### src/common/bgl_pkg.sv
// constants, offsets and field layout of the board gpio block
package bgl_pkg;
	// register byte offsets
	localparam logic [7:0] BGL_OFS_BANK_A = 8'h00;
	localparam logic [7:0] BGL_OFS_BANK_C = 8'h04;
	localparam logic [7:0] BGL_OFS_STATUS = 8'h08;
	// field positions inside a bank control word
	localparam int BGL_FLD_FUNC = 24;
	localparam int BGL_FLD_DIR  = 16;
	localparam int BGL_FLD_SF   = 8;
	localparam int BGL_FLD_DATA = 0;
	// geometry
	localparam int BGL_PINS      = 16;
	localparam int BGL_BANK_PINS = 8;
	// reset value of every control field
	localparam logic [7:0] BGL_RST_FIELD = 8'h00;
	// board pins inside bank c
	localparam int BGL_LED_BIT    = 6;
	localparam int BGL_BUTTON_BIT = 5;
	// memory map
	localparam logic [31:0] BGL_FLASH_BASE  = 32'h0200_0000;
	localparam logic [31:0] BGL_FLASH_SIZE  = 32'h0040_0000;
	localparam logic [31:0] BGL_SDRAM_BASE  = 32'h0000_0000;
	localparam logic [31:0] BGL_SDRAM_ALIAS1 = 32'h0400_0000;
	localparam logic [31:0] BGL_SDRAM_ALIAS2 = 32'h0800_0000;
	localparam logic [31:0] BGL_SDRAM_SIZE  = 32'h0100_0000;
	// decode result of the memory map
	typedef enum logic [1:0] {
		BGL_SEL_NONE,
		BGL_SEL_FLASH,
		BGL_SEL_SDRAM
	} bgl_sel_t;
endpackage

### src/hdl/bgl_gpio.sv
// board gpio block: two eight-pin banks, board led and button, memory map decode
//
// Our own choices: the address map and the plain strobed port.
`timescale 1ns/1ps
`default_nettype none
// ************************************************************
// What this block does
// sixteen pins in two eight-pin control registers
// mode, direction, data per pin; sf bank c
// data reads pin level, writes set output
// all zero input; direction one output
// software read-modify-writes whole word
// software leaves reserved pins alone
// led pin high lights led
// software sets button pin as input
// button pin high released, low pressed
// flash 4 MB on select 0 at 0x02000000
// sdram 16 MB select 1, two aliases
// link and activity leds bypass gpio
// reset leaves every pin a plain input
// ************************************************************
module bgl_gpio
	import bgl_pkg::*;
#(
	parameter int NPINS = BGL_PINS
) (
	// clock and reset
	input  wire logic              clk_i,
	input  wire logic              nrst_i,
	// register port
	input  wire logic [7:0]        reg_addr_i,
	input  wire logic [31:0]       reg_wdata_i,
	input  wire logic              reg_wr_i,
	input  wire logic              reg_rd_i,
	output logic      [31:0]       reg_rdata_o,
	// pins
	input  wire logic [NPINS-1:0]  pad_in_i,
	output logic      [NPINS-1:0]  pad_out_o,
	output logic      [NPINS-1:0]  pad_oe_n_o,
	// alternate functions
	input  wire logic [NPINS-1:0]  func_out_i,
	output logic      [NPINS-1:0]  func_in_o,
	// board indicators
	output logic                   led_power_o,
	output logic                   button_pressed_o,
	input  wire logic              link_up_i,
	input  wire logic              net_activity_i,
	output logic                   led_link_o,
	output logic                   led_activity_o,
	// memory map decode
	input  wire logic [31:0]       mem_addr_i,
	output logic                   cs_flash_o,
	output logic                   cs_sdram_o,
	output logic      [23:0]       mem_offset_o
);

	// ************************************************************
	// control state
	// ************************************************************
	logic [NPINS-1:0] func_sel;
	logic [NPINS-1:0] dir;
	logic [NPINS-1:0] spec;
	logic [NPINS-1:0] dout;
	logic [NPINS-1:0] next_func_sel;
	logic [NPINS-1:0] next_dir;
	logic [NPINS-1:0] next_spec;
	logic [NPINS-1:0] next_dout;
	logic [31:0]      next_rdata;
	logic [NPINS-1:0] gpio_out_en;
	logic [NPINS-1:0] drive_en;
	logic [NPINS-1:0] drive_lvl;
	logic [31:0]      word_a;
	logic [31:0]      word_c;

	// register writes, one bank per word
	always_comb begin
		next_func_sel = func_sel;
		next_dir      = dir;
		next_spec     = spec;
		next_dout     = dout;
		if (reg_wr_i && reg_addr_i == BGL_OFS_BANK_A) begin
			next_func_sel[7:0] = reg_wdata_i[BGL_FLD_FUNC +: BGL_BANK_PINS];
			next_dir[7:0]      = reg_wdata_i[BGL_FLD_DIR  +: BGL_BANK_PINS];
			next_dout[7:0]     = reg_wdata_i[BGL_FLD_DATA +: BGL_BANK_PINS];
			next_spec[7:0]     = BGL_RST_FIELD;
		end
		if (reg_wr_i && reg_addr_i == BGL_OFS_BANK_C) begin
			next_func_sel[15:8] = reg_wdata_i[BGL_FLD_FUNC +: BGL_BANK_PINS];
			next_dir[15:8]      = reg_wdata_i[BGL_FLD_DIR  +: BGL_BANK_PINS];
			next_spec[15:8]     = reg_wdata_i[BGL_FLD_SF   +: BGL_BANK_PINS];
			next_dout[15:8]     = reg_wdata_i[BGL_FLD_DATA +: BGL_BANK_PINS];
		end
	end

	// control registers, all pins inputs after reset
	always_ff @(posedge clk_i or negedge nrst_i) begin
		if (!nrst_i) begin
			func_sel <= '0;
			dir      <= '0;
			spec     <= '0;
			dout     <= '0;
		end else begin
			func_sel <= next_func_sel;
			dir      <= next_dir;
			spec     <= next_spec;
			dout     <= next_dout;
		end
	end

	// ************************************************************
	// pin drive per pin
	// ************************************************************
	for (genvar i = 0; i < NPINS; i++) begin : g_pin
		// plain output only when mode and sf are zero and dir is one
		assign gpio_out_en[i] = !func_sel[i] && !spec[i] && dir[i];
		assign drive_en[i]    = gpio_out_en[i] || ((func_sel[i] || spec[i]) && dir[i]);
		assign drive_lvl[i]   = gpio_out_en[i] ? dout[i] : func_out_i[i];
	end

	// pad drivers registered
	always_ff @(posedge clk_i or negedge nrst_i) begin
		if (!nrst_i) begin
			pad_out_o  <= '0;
			pad_oe_n_o <= '1;
		end else begin
			pad_out_o  <= drive_lvl;
			pad_oe_n_o <= ~drive_en;
		end
	end

	// alternate functions see the pins unchanged
	assign func_in_o = pad_in_i;

	// ************************************************************
	// read back
	// ************************************************************
	assign word_a = {func_sel[7:0], dir[7:0], BGL_RST_FIELD, pad_in_i[7:0]};
	assign word_c = {func_sel[15:8], dir[15:8], spec[15:8], pad_in_i[15:8]};

	// read mux, unmapped reads zero
	always_comb begin
		next_rdata = '0;
		if (reg_rd_i) begin
			unique case (reg_addr_i)
				BGL_OFS_BANK_A: next_rdata = word_a;
				BGL_OFS_BANK_C: next_rdata = word_c;
				BGL_OFS_STATUS: next_rdata = {28'h0000000, net_activity_i, link_up_i,
					button_pressed_o, led_power_o};
				default:        next_rdata = '0;
			endcase
		end
	end

	// read data one cycle later
	always_ff @(posedge clk_i or negedge nrst_i) begin
		if (!nrst_i) begin
			reg_rdata_o <= '0;
		end else begin
			reg_rdata_o <= next_rdata;
		end
	end

	// ************************************************************
	// board indicators
	// ************************************************************
	always_ff @(posedge clk_i or negedge nrst_i) begin
		if (!nrst_i) begin
			led_power_o      <= 1'b0;
			button_pressed_o <= 1'b0;
			led_link_o       <= 1'b0;
			led_activity_o   <= 1'b0;
		end else begin
			// led lit only while a plain output drives high
			led_power_o      <= gpio_out_en[BGL_BANK_PINS+BGL_LED_BIT]
				&& dout[BGL_BANK_PINS+BGL_LED_BIT];
			// button pulls its pin low when pressed
			button_pressed_o <= !pad_in_i[BGL_BANK_PINS+BGL_BUTTON_BIT];
			// network leds follow the network hardware directly
			led_link_o       <= link_up_i;
			led_activity_o   <= net_activity_i;
		end
	end

	// ************************************************************
	// memory map decode
	// ************************************************************
	bgl_sel_t  sel;
	bgl_sel_t  next_sel;
	logic [23:0] next_offset;
	logic [31:0] flash_rel;

	assign flash_rel = mem_addr_i - BGL_FLASH_BASE;

	// select from the address, flash window then sdram aliases
	always_comb begin
		next_sel    = BGL_SEL_NONE;
		next_offset = '0;
		if (flash_rel < BGL_FLASH_SIZE) begin
			next_sel    = BGL_SEL_FLASH;
			next_offset = flash_rel[23:0];
		end else if (mem_addr_i[31:24] == BGL_SDRAM_BASE[31:24]
			|| mem_addr_i[31:24] == BGL_SDRAM_ALIAS1[31:24]
			|| mem_addr_i[31:24] == BGL_SDRAM_ALIAS2[31:24]) begin
			next_sel    = BGL_SEL_SDRAM;
			next_offset = mem_addr_i[23:0];
		end
	end

	// registered selects
	always_ff @(posedge clk_i or negedge nrst_i) begin
		if (!nrst_i) begin
			sel          <= BGL_SEL_NONE;
			mem_offset_o <= '0;
		end else begin
			sel          <= next_sel;
			mem_offset_o <= next_offset;
		end
	end

	assign cs_flash_o = (sel == BGL_SEL_FLASH);
	assign cs_sdram_o = (sel == BGL_SEL_SDRAM);
endmodule
`default_nettype wire

### config.mk
export PLATFORM = sky130hd
export DESIGN_NAME = bgl_gpio
export DESIGN_NICKNAME = d
export VERILOG_FILES = /design/src/common/bgl_pkg.sv /design/src/hdl/bgl_gpio.sv
export SDC_FILE = /design/constraint.sdc
export NUM_CORES = 1
export LEC_CHECK = 0
export BUFFER_PORTS_ARGS = -buffer_cell sky130_fd_sc_hd__buf_2
export CAP_MARGIN = 30
export CORE_AREA = 2 2 109 111
export CTS_CLUSTER_SIZE = 40
export DETAILED_ROUTE_END_ITERATION = 7
export DIE_AREA = 0 0 111 113
export HOLD_SLACK_MARGIN = 0.06
export MAX_ROUTING_LAYER = met4
export PLACE_DENSITY = 0.87
export SETUP_SLACK_MARGIN = 0.3
export SYNTH_ARGS = -nofsm -noshare
export SYNTH_HDL_FRONTEND = slang
export SYNTH_SLANG_ARGS = --single-unit
export TNS_END_PERCENT = 30
### constraint.sdc
create_clock -name clk_i -period 3.4 [get_ports clk_i]
set_input_delay 0.17 -clock clk_i [delete_from_list [all_inputs] [get_ports clk_i]]
set_output_delay 0.17 -clock clk_i [all_outputs]
set_load 0.05 [all_outputs]
* After elaboration in Yosys (flattened, before gate mapping)
Index checks and enable logic that the tools add are counted.
** Storage, ports and cells
- Bits in registers :: 150
- Bits in latches :: 0
- Memory bits (writable) :: 0
- Memory bits (read-only) :: 0
- Output and inout port bits :: 110
- Word-level logic and storage cells :: 143
- Memories :: 0
** Operators by class
- $add $sub $neg :: 1
- Multipliers :: 0
- Div/mod/pow operators :: 0
- Order comparisons :: 1
- Equal/unequal tests :: 6
- Shift operators :: 0
- Muxes and demuxes :: 22
- Bitwise logic cells :: 1
- Reduce and logical (&&, ||, !) cells :: 96
** Operators with widths (number)
- 32-bit one-hot mux with 3 select lines :: 1
- 24-bit 2-to-1 mux :: 2
- 1-bit logical AND :: 43
- 32-bit by 23-bit less-than comparator with 1-bit output, second input constant :: 1
- 32-bit 2-to-1 mux :: 1
- 32-bit by 26-bit subtractor with 32-bit output, second input constant :: 1
- 1-bit logical OR :: 26
- 1-bit zero test :: 25
- 8-bit by 3-bit equality test with 1-bit output, second input constant :: 2
- 8-bit by 4-bit equality test with 1-bit output, second input constant :: 2
- 8-bit zero test :: 2
- 1-bit 2-to-1 mux :: 16
- 16-bit inverter :: 1
- 2-bit 2-to-1 mux :: 2
- 2-bit by 1-bit equality test with 1-bit output, second input constant :: 1
- 2-bit equality test, second input constant :: 1

* Depth between registers and ports, before layout
Gate-level depths: netlist of the first run.
- Depth after elaboration :: 5
- Gate-level depth with buffers :: 6
- Depth with buffers taken out :: 5

* Worst setup path after synthesis of the first run
OpenSTA, ideal clock, no wires.
- Path type :: input -> register
- From :: in reg_addr_i[1]
- To :: reg dir[10]
- Arrival :: 1.651 ns
- Slack :: 1.624 ns
- Stages on the path :: 5
- Path through :: or4_1 or3_1 buf_6 buf_12 mux2_4
** On the way
- Cells in the longest elaborated chain, start to end :: 2
** RTL lines
- start: declaration :: line bgl_gpio.sv:31 : input wire logic [7:0] reg_addr_i,
- 8-bit by 3-bit equality test with 1-bit output :: line bgl_gpio.sv:87 : if (reg_wr_i && reg_addr_i == BGL_OFS_BANK_C) begin
- 1-bit logical AND :: line bgl_gpio.sv:87
- end signal: assignment :: line bgl_gpio.sv:104 : dir <= next_dir;
- end: declaration :: line bgl_gpio.sv:61 : logic [NPINS-1:0] dir;
No other way between the ends.
A chain may end at the register's enable or synchronous reset.

* Final worst setup path of the first run
- From :: in mem_addr_i[25]
- To :: reg mem_offset_o[10]
** On the way
- Cells in the longest elaborated chain, start to end :: 5
** RTL lines
- start: declaration :: line bgl_gpio.sv:51 : input wire logic [31:0] mem_addr_i,
- branches (longest 4 deep; another with 32-bit by 26-bit subtractor with 32-bit output)
- 24-bit 2-to-1 mux (*) :: line bgl_gpio.sv:198 : if (flash_rel < BGL_FLASH_SIZE) begin
- named net next_offset[10] :: line bgl_gpio.sv:189 : logic [23:0] next_offset;
- end signal: assignment :: line bgl_gpio.sv:216 : mem_offset_o <= next_offset;
- end: declaration :: line bgl_gpio.sv:54 : output logic [23:0] mem_offset_o
Mark *: on every way through the listed nets, which the timed path passes.

==> reports/metrics.yaml, run 1 <==
sta:
  setup_slack_ns: 1.26
  skew_ns: 0.00835
  finalSetupViolations: 0
  tightest_slew_ns: 0.901
  finalCritPeriodShare_pct: 62.8
  holdWs_ns: 0.0843
  finalMaxSlewViolations: 0
  hold_viol: 0
  rsz0062_at_grt: "no"
  post-route-min-period_ns: 2.14
  fmax_ghz: 0.468
  max_slew_margin_pct: 39.9
  setup_tns_ns: 0
min_path:
  hold_path_depth: 3
  hp-class: "in -> reg"
  min-delay-start: "mem_addr_i[29]"
critical_path:
  critical_path_depth: 8
  critPathLaunchType: "input pin"
  r2r_start: "func_sel[14]"
  critPathMaxFanout: 14
  critPathBufInv: 4
  cp-end-kind: "flip-flop"
  cpMaxStageDelayCell: "dlygate4sd3_1"
  cp_data_required_time_ns: 3.68
  crit_chain: "dlygate4sd3_1 -> buf_2 -> inv_1 -> ha_1 -> xnor2_1 -> a41oi_2 -> buf_6 -> nor3b_1"
  critical_path.startpoint: "mem_addr_i[25]"
  reg2reg_depth: 2
  criticalPathCategory: "in -> reg"
  critPathMaxStageDelay_ns: 0.52
  critPathTopFamily: "buffers and inverters"
  cp.arrival_ns: 2.41
drt:
  drc: 0
  wl_per_cell_um: 18.5
  routed_wl_um: 16000
  viasPerCell: 5.07
  drtPass1Iterations: 4
  drt_iter0_markers: 177
  ant_nets: 0
  vias: 4397
die:
  io_pins: 220
  num_rows: 39
  start_util_pct: 52.1
  fp.dieH_um: 113
  dieArea_mm2: 0.0125
  fp.dieW_um: 111
  core_mm2: 0.0113
logic_synthesis:
  synth_cell_types: 37
  synth_cells: 411
  synthesis.nets: 522
  yosys_warnings: 0
  synth_area_mm2: 0.00587
  synth_seq_cells: 150
  avgSynthCellArea_um2: 14.3
  ys_seq_area_share_pct: 64.3
clock_network:
  clockBufferDepth: 2
  worstSkewPairLatency_ns: 0.41
  ctsResizeCount: 0
  cts_root_buffer: "clkbuf_16"
  clkSinkCount: 150
  tritoncts: "built"
  cts_setup_buffers: 0
  cts_buffers: 17
  path_clk_slew_ns: 0.06
  cts_hold_buffers: 86
  h-tree-depth: 4
final_layout:
  final_cell_mix: "buf_2, dfrtp_1, dlygate4sd3_1, mux2_2, mux2_4"
  final_common_cell: "buf_2"
  drive_gt1_share_pct: 47.7
  nNetsFinal: 822
  syn2layout_area_growth_pct: 43.4
  finalNonFillerCells: 868
pwr:
  p_per_area_mw_per_mm2: 486
  irDropWorstVdd_mv: 0.319
  leakage_nw: 4.39
placement:
  pre_cts_slack_ns: 0.910
  io_buffers: 219
  dp_hpwl_um: 9480
  gp_congestion: 0.904
  place_inst: 747
global_routing:
  grt_pass1_vias: 4783
  grt.total_usage_pct: 26.8
  grt_max_degree: 85
  grt.overflow.total: 0
  antenna_found_initial: 1
  grt_pass1_wl_um: 24900
run:
  drv_cap: 0
outcome:
  status: "completed"
-- metal layers --
metal  share of wire [%]  GRT usage, %  up-vias
met4                 4.6          16.9        0
li1                    -             -     1972
met2                  54          44.5      170
met5                   0             -        -
met1                  37          29.9     2194
met3                 3.9          5.46       61
-- state kept, by name (all words and copies together) (netlist names) --
register	flops
dout	16
reg_rdata_o	32
sel	2
spec	8
led_activity_o	1
func_sel	16
button_pressed_o	1
led_power_o	1
dir	16
pad_oe_n_o	16
pad_out_o	16
led_link_o	1
mem_offset_o	24
-- area by class of cell --
| cell class | instances | area [um2] |
|---|---|---|
| clock inverter | 13 | 109 |
| sequential | 150 | 3770 |
| multi-input combinational | 209 | 1790 |
| fill | 693 | 2850 |
| clock buffer | 19 | 443 |
| tap | 143 | 179 |
| timing repair buffer | 312 | 2040 |
| inverter | 21 | 78.8 |
| antenna | 1 | 2.50 |
-- synthesized netlist by cell type --
cell type,number,area (um2)
a41oi_1,1,8.76
ha_1,1,12.5
and2b_1,1,7.51
nand4b_1,1,8.76
inv_1,21,78.8
buf_6,1,11.3
xnor2_1,1,8.76
nor4_1,1,6.26
or2_2,4,25.0
or3_1,2,12.5
or3b_2,1,8.76
nor2_1,25,93.8
buf_1,2,7.51
nand4_1,1,6.26
mux2i_1,24,240
o21ai_0,8,40.0
buf_12,3,60.1
nand3b_1,8,60.1
mux2_2,33,372
dfrtp_1,134,3350
buf_4,18,135
a21o_1,1,7.51
mux2_4,30,450
nand2_1,13,48.8
and4_1,1,8.76
nor3b_1,24,180
clkbuf_1,7,26.3
or4b_4,1,13.8
and3_1,1,6.26
and2_1,8,50.1
nor2b_1,3,18.8
a21oi_1,5,25.0
nor3_1,7,35.0
or4_1,1,7.51
dfstp_2,16,420
nand3_1,1,5.00
nor3_2,1,10.0
-- worst paths after layout --
kind                               endpoint  slack, ns
max                        mem_offset_o[10]       1.26
min                                  sel[1]       0.08
max reg2reg                   pad_out_o[14]       2.17
min reg2reg                  pad_oe_n_o[10]       0.43
max in group asynchronous     pad_oe_n_o[3]       2.12
min in group asynchronous    reg_rdata_o[7]       0.35
-- kinds of logic (layout without fill, tap and decap cells) --
kind of cell | after synthesis | in the layout | synth area share [%]
simple gates | 105 | 105 | 10.4
fa+ha+maj | 1 | 1 | 0.213
buf+inv | 52 | 365 | 5.44
mux | 87 | 87 | 18.1
other cells | 0 | 1 | 0
flops | 150 | 150 | 64.3
compound gates | 15 | 15 | 1.39
xor+xnor | 1 | 1 | 0.149
-- worst reg2reg max path, stage by stage, from the launching register on --
cell	delay, ns
dfrtp_1	0.42
or3b_2	0.50
a21o_1	0.20
-- power breakdown --
group | switching [mW] | internal (mW)
combinational | 0.269 | 0.208
clock | 0.714 | 1.02
sequential | 0.0341 | 1.85
-- per-stage QoR --
stage | total power [mW] | instance area (um2) | util (%)
2_1_floorplan | 2.14 | 5870 | -
3_3_place_gp | 2.28 | 6960 | 61.8
3_5_place_dp | 2.29 | 6960 | 61.8
4_1_cts | 4.10 | 8380 | 74.3
5_1_grt | 4.24 | 8420 | 74.7
6_report | 4.09 | 8420 | 74.7
(Power assumes the default switching activity.)
==> run 2, diff against run 1 <==
--- a/config.mk
+++ b/config.mk
@@ -5,15 +5,16 @@
 export SDC_FILE = /design/constraint.sdc
 export NUM_CORES = 1
 export LEC_CHECK = 0
+export ABC_AREA = 1
 export BUFFER_PORTS_ARGS = -buffer_cell sky130_fd_sc_hd__buf_2
 export CAP_MARGIN = 30
-export CORE_AREA = 2 2 109 111
+export CORE_AREA = 2 2 118 120
 export CTS_CLUSTER_SIZE = 40
 export DETAILED_ROUTE_END_ITERATION = 7
-export DIE_AREA = 0 0 111 113
+export DIE_AREA = 0 0 120 122
 export HOLD_SLACK_MARGIN = 0.06
 export MAX_ROUTING_LAYER = met4
-export PLACE_DENSITY = 0.87
+export PLACE_DENSITY = 0.79
 export SETUP_SLACK_MARGIN = 0.3
 export SYNTH_ARGS = -nofsm -noshare
 export SYNTH_HDL_FRONTEND = slang
==> constraint.sdc (replaced) <==
create_clock -name clk_i -period 1.95 [get_ports clk_i]
set_input_delay 0.0975 -clock clk_i [delete_from_list [all_inputs] [get_ports clk_i]]
set_output_delay 0.0975 -clock clk_i [all_outputs]
set_load 0.05 [all_outputs]
==> run 2 against run 1 <==
  * Critical path depth shrank 2
  * Core utilization shrank 12 points
  * Worst hold slack gained 0.074 ns
  * Sequential share of layout area shrank 0.10 points
  * Critical endpoint is now reg_rdata_o[6]
  * Largest cell class unchanged
==> reports/metrics.yaml, run 2 <==
die:
  num_rows: 43
  core_mm2: 0.0135
  io_pins: 220
  fp.dieH_um: 122
  fp.dieW_um: 120
  dieArea_mm2: 0.0146
  start_util_pct: 42.7
critical_path:
  cp-end-kind: "flip-flop"
  cp.arrival_ns: 1.84
  reg2reg_depth: 5
  cp_data_required_time_ns: 2.25
  critPathLaunchType: "input pin"
  critPathMaxFanout: 20
  cpMaxStageDelayCell: "dlygate4sd3_1"
  worst_path_most_repeated_cell: "dlygate4sd3_1"
  critPathTopFamily: "buffers and inverters"
  critical_path_depth: 6
  criticalPathCategory: "in -> reg"
  crit_chain: "dlygate4sd3_1 -> buf_2 -> inv_1 -> buf_4 -> a21oi_1 -> dlygate4sd3_1"
  critPathBufInv: 5
  critPathMaxStageDelay_ns: 0.58
final_layout:
  finalNonFillerCells: 1059
  fillCellCount: 1016
  seq_area_mm2: 0.00377
  design_area_mm2: 0.00844
  final_common_cell: "buf_2"
  nNetsFinal: 977
  multi_input_area_mm2: 0.00152
  drive_gt1_share_pct: 32.8
  diodes: 0
  utilization_pct: 62.5
  largest_reg_flops: 32
  final_cell_mix: "buf_2, dfrtp_1, nand2_1, dlygate4sd3_1, inv_1"
  max_flop_register: "reg_rdata_o"
  syn2layout_area_growth_pct: 46.5
  top_regs: "reg_rdata_o: 32 flops, mem_offset_o: 24 flops"
logic_synthesis:
  synth_seq_cells: 150
  synth_area_mm2: 0.00576
  synth.most_common_cell: "dfrtp_1"
  async_flop_share_pct: 100
  synth_common_cells: "dfrtp_1, nand2_1, inv_1, nand3_1, nor2_1"
  synth_top_area_share_pct: 58.2
  synth_area_leaders: "dfrtp_1, dfstp_2, nand2_1"
  synthesis.nets: 679
  synth_cells: 568
  ys_seq_area_share_pct: 65.5
  avgSynthCellArea_um2: 10.1
  synth_cell_types: 18
  yosys.area.top_type: "dfrtp_1"
  yosys_warnings: 0
  synth_enable_flop_cells: 0
  synth_ff_type: "dfrtp_1"
global_routing:
  grt_pass1_vias: 5293
  grt.total_usage_pct: 24.6
  grt.overflow.total: 0
  antenna_found_initial: 0
  grt_max_degree: 50
  grt_pass1_wl_um: 26500
sta:
  finalCritPeriodShare_pct: 79.1
  max_slew_margin_pct: 43.8
  fmax_ghz: 0.648
  skew_ns: 0.00812
  post-route-min-period_ns: 1.54
  rsz0062_at_grt: "no"
  setup_slack_ns: 0.408
  setup_tns_ns: 0
  finalMaxSlewViolations: 0
  holdWs_ns: 0.158
  tightest_slew_ns: 0.841
  hold_viol: 0
  finalSetupViolations: 0
clock_network:
  cts_setup_buffers: 0
  worstSkewPairLatency_ns: 0.42
  path_clk_slew_ns: 0.06
  cts_hold_buffers: 91
  ctsResizeCount: 0
  h-tree-depth: 4
  clkSinkCount: 150
  cts_root_buffer: "clkbuf_16"
  tritoncts: "built"
  clockBufferDepth: 2
  cts_buffers: 17
pwr:
  p_per_area_mw_per_mm2: 867
  p_total_mw: 7.32
  irDropWorstVdd_mv: 0.622
  leakage_nw: 4.58
run:
  drv_cap: 0
drt:
  ant_nets: 0
  vias: 5154
  drtPass1Iterations: 6
  drc: 0
  viasPerCell: 4.87
  wl_per_cell_um: 15.7
  drt_iter0_markers: 286
  routed_wl_um: 16600
min_path:
  hp-class: "in -> reg"
  hold_path_depth: 3
placement:
  postPlaceCellArea_mm2: 0.00696
  gp_congestion: 0.772
  io_buffers: 219
  pre_cts_slack_ns: 0.369
  place_inst: 936
  dp_hpwl_um: 10400
outcome:
  status: "completed"
## run 2: changes by cell type after synthesis, sizes merged, moves of 10 or more
| cell | previous run | this run |
|---|---|---|
| a21boi | 0 | 22 |
| a21oi | 5 | 28 |
| buf | 24 | 34 |
| inv | 21 | 62 |
| mux2 | 63 | 8 |
| mux2i | 24 | 0 |
| nand2 | 13 | 111 |
| nand3 | 1 | 59 |
| nor2 | 25 | 44 |
| nor3b | 24 | 0 |
| o21ai | 8 | 41 |
## run 2: power breakdown
| part | switching, mW | leakage (nW) | internal (mW) | total [mW] |
|---|---|---|---|---|
| Clock | 1.26 | 0.277 | 1.86 | 3.12 |
| Sequential | 0.0576 | 1.82 | 3.26 | 3.32 |
| Combinational | 0.557 | 2.48 | 0.319 | 0.876 |
## run 2: worst paths after layout
check	slack, ns	endpoint	from
setup / recovery	0.41	reg_rdata_o[6]	reg_rd_i
setup reg to reg	0.61	reg_rdata_o[1]	button_pressed_o
max in group asynchronous	1.11	pad_oe_n_o[14]	nrst_i
hold / removal	0.16	dout[0]	reg_wr_i
hold reg to reg	0.41	pad_oe_n_o[7]	dir[7]
min in group asynchronous	0.17	dir[2]	nrst_i
## run 2: tightest hold or removal path, cell delays in order
cell and delay (ns):
buf_2 0.25, nand3_1 0.14, nand2_1 0.05
## run 2: per-layer routing
layer | up-vias | global-route usage (%) | part of all wire (%)
met1 | 2467 | 27.9 | 39
met3 | 35 | 6.55 | 8.2
li1 | 2384 | - | -
met5 | - | - | 0
met4 | 0 | 10.4 | 2.2
met2 | 268 | 41.4 | 51
## run 2: logic make-up after synthesis
kind of cell	synth area share, %
flip-flops	65.5
buffers and inverters	8.32
adder cells (fa/ha/maj)	0.217
AO/OA/AOI/OAI	8.86
AND/OR/NAND/NOR	15.5
multiplexers	1.56
## run 2: layout make-up
cell class / instances / share of cell area (%)
clock buffer: 22 / 5.62
clock inverter: 10 / 1.13
inverter: 62 / 2.76
multi-input combinational: 314 / 18.0
sequential: 150 / 44.7
tap: 180 / 2.67
timing repair buffer: 321 / 25.1
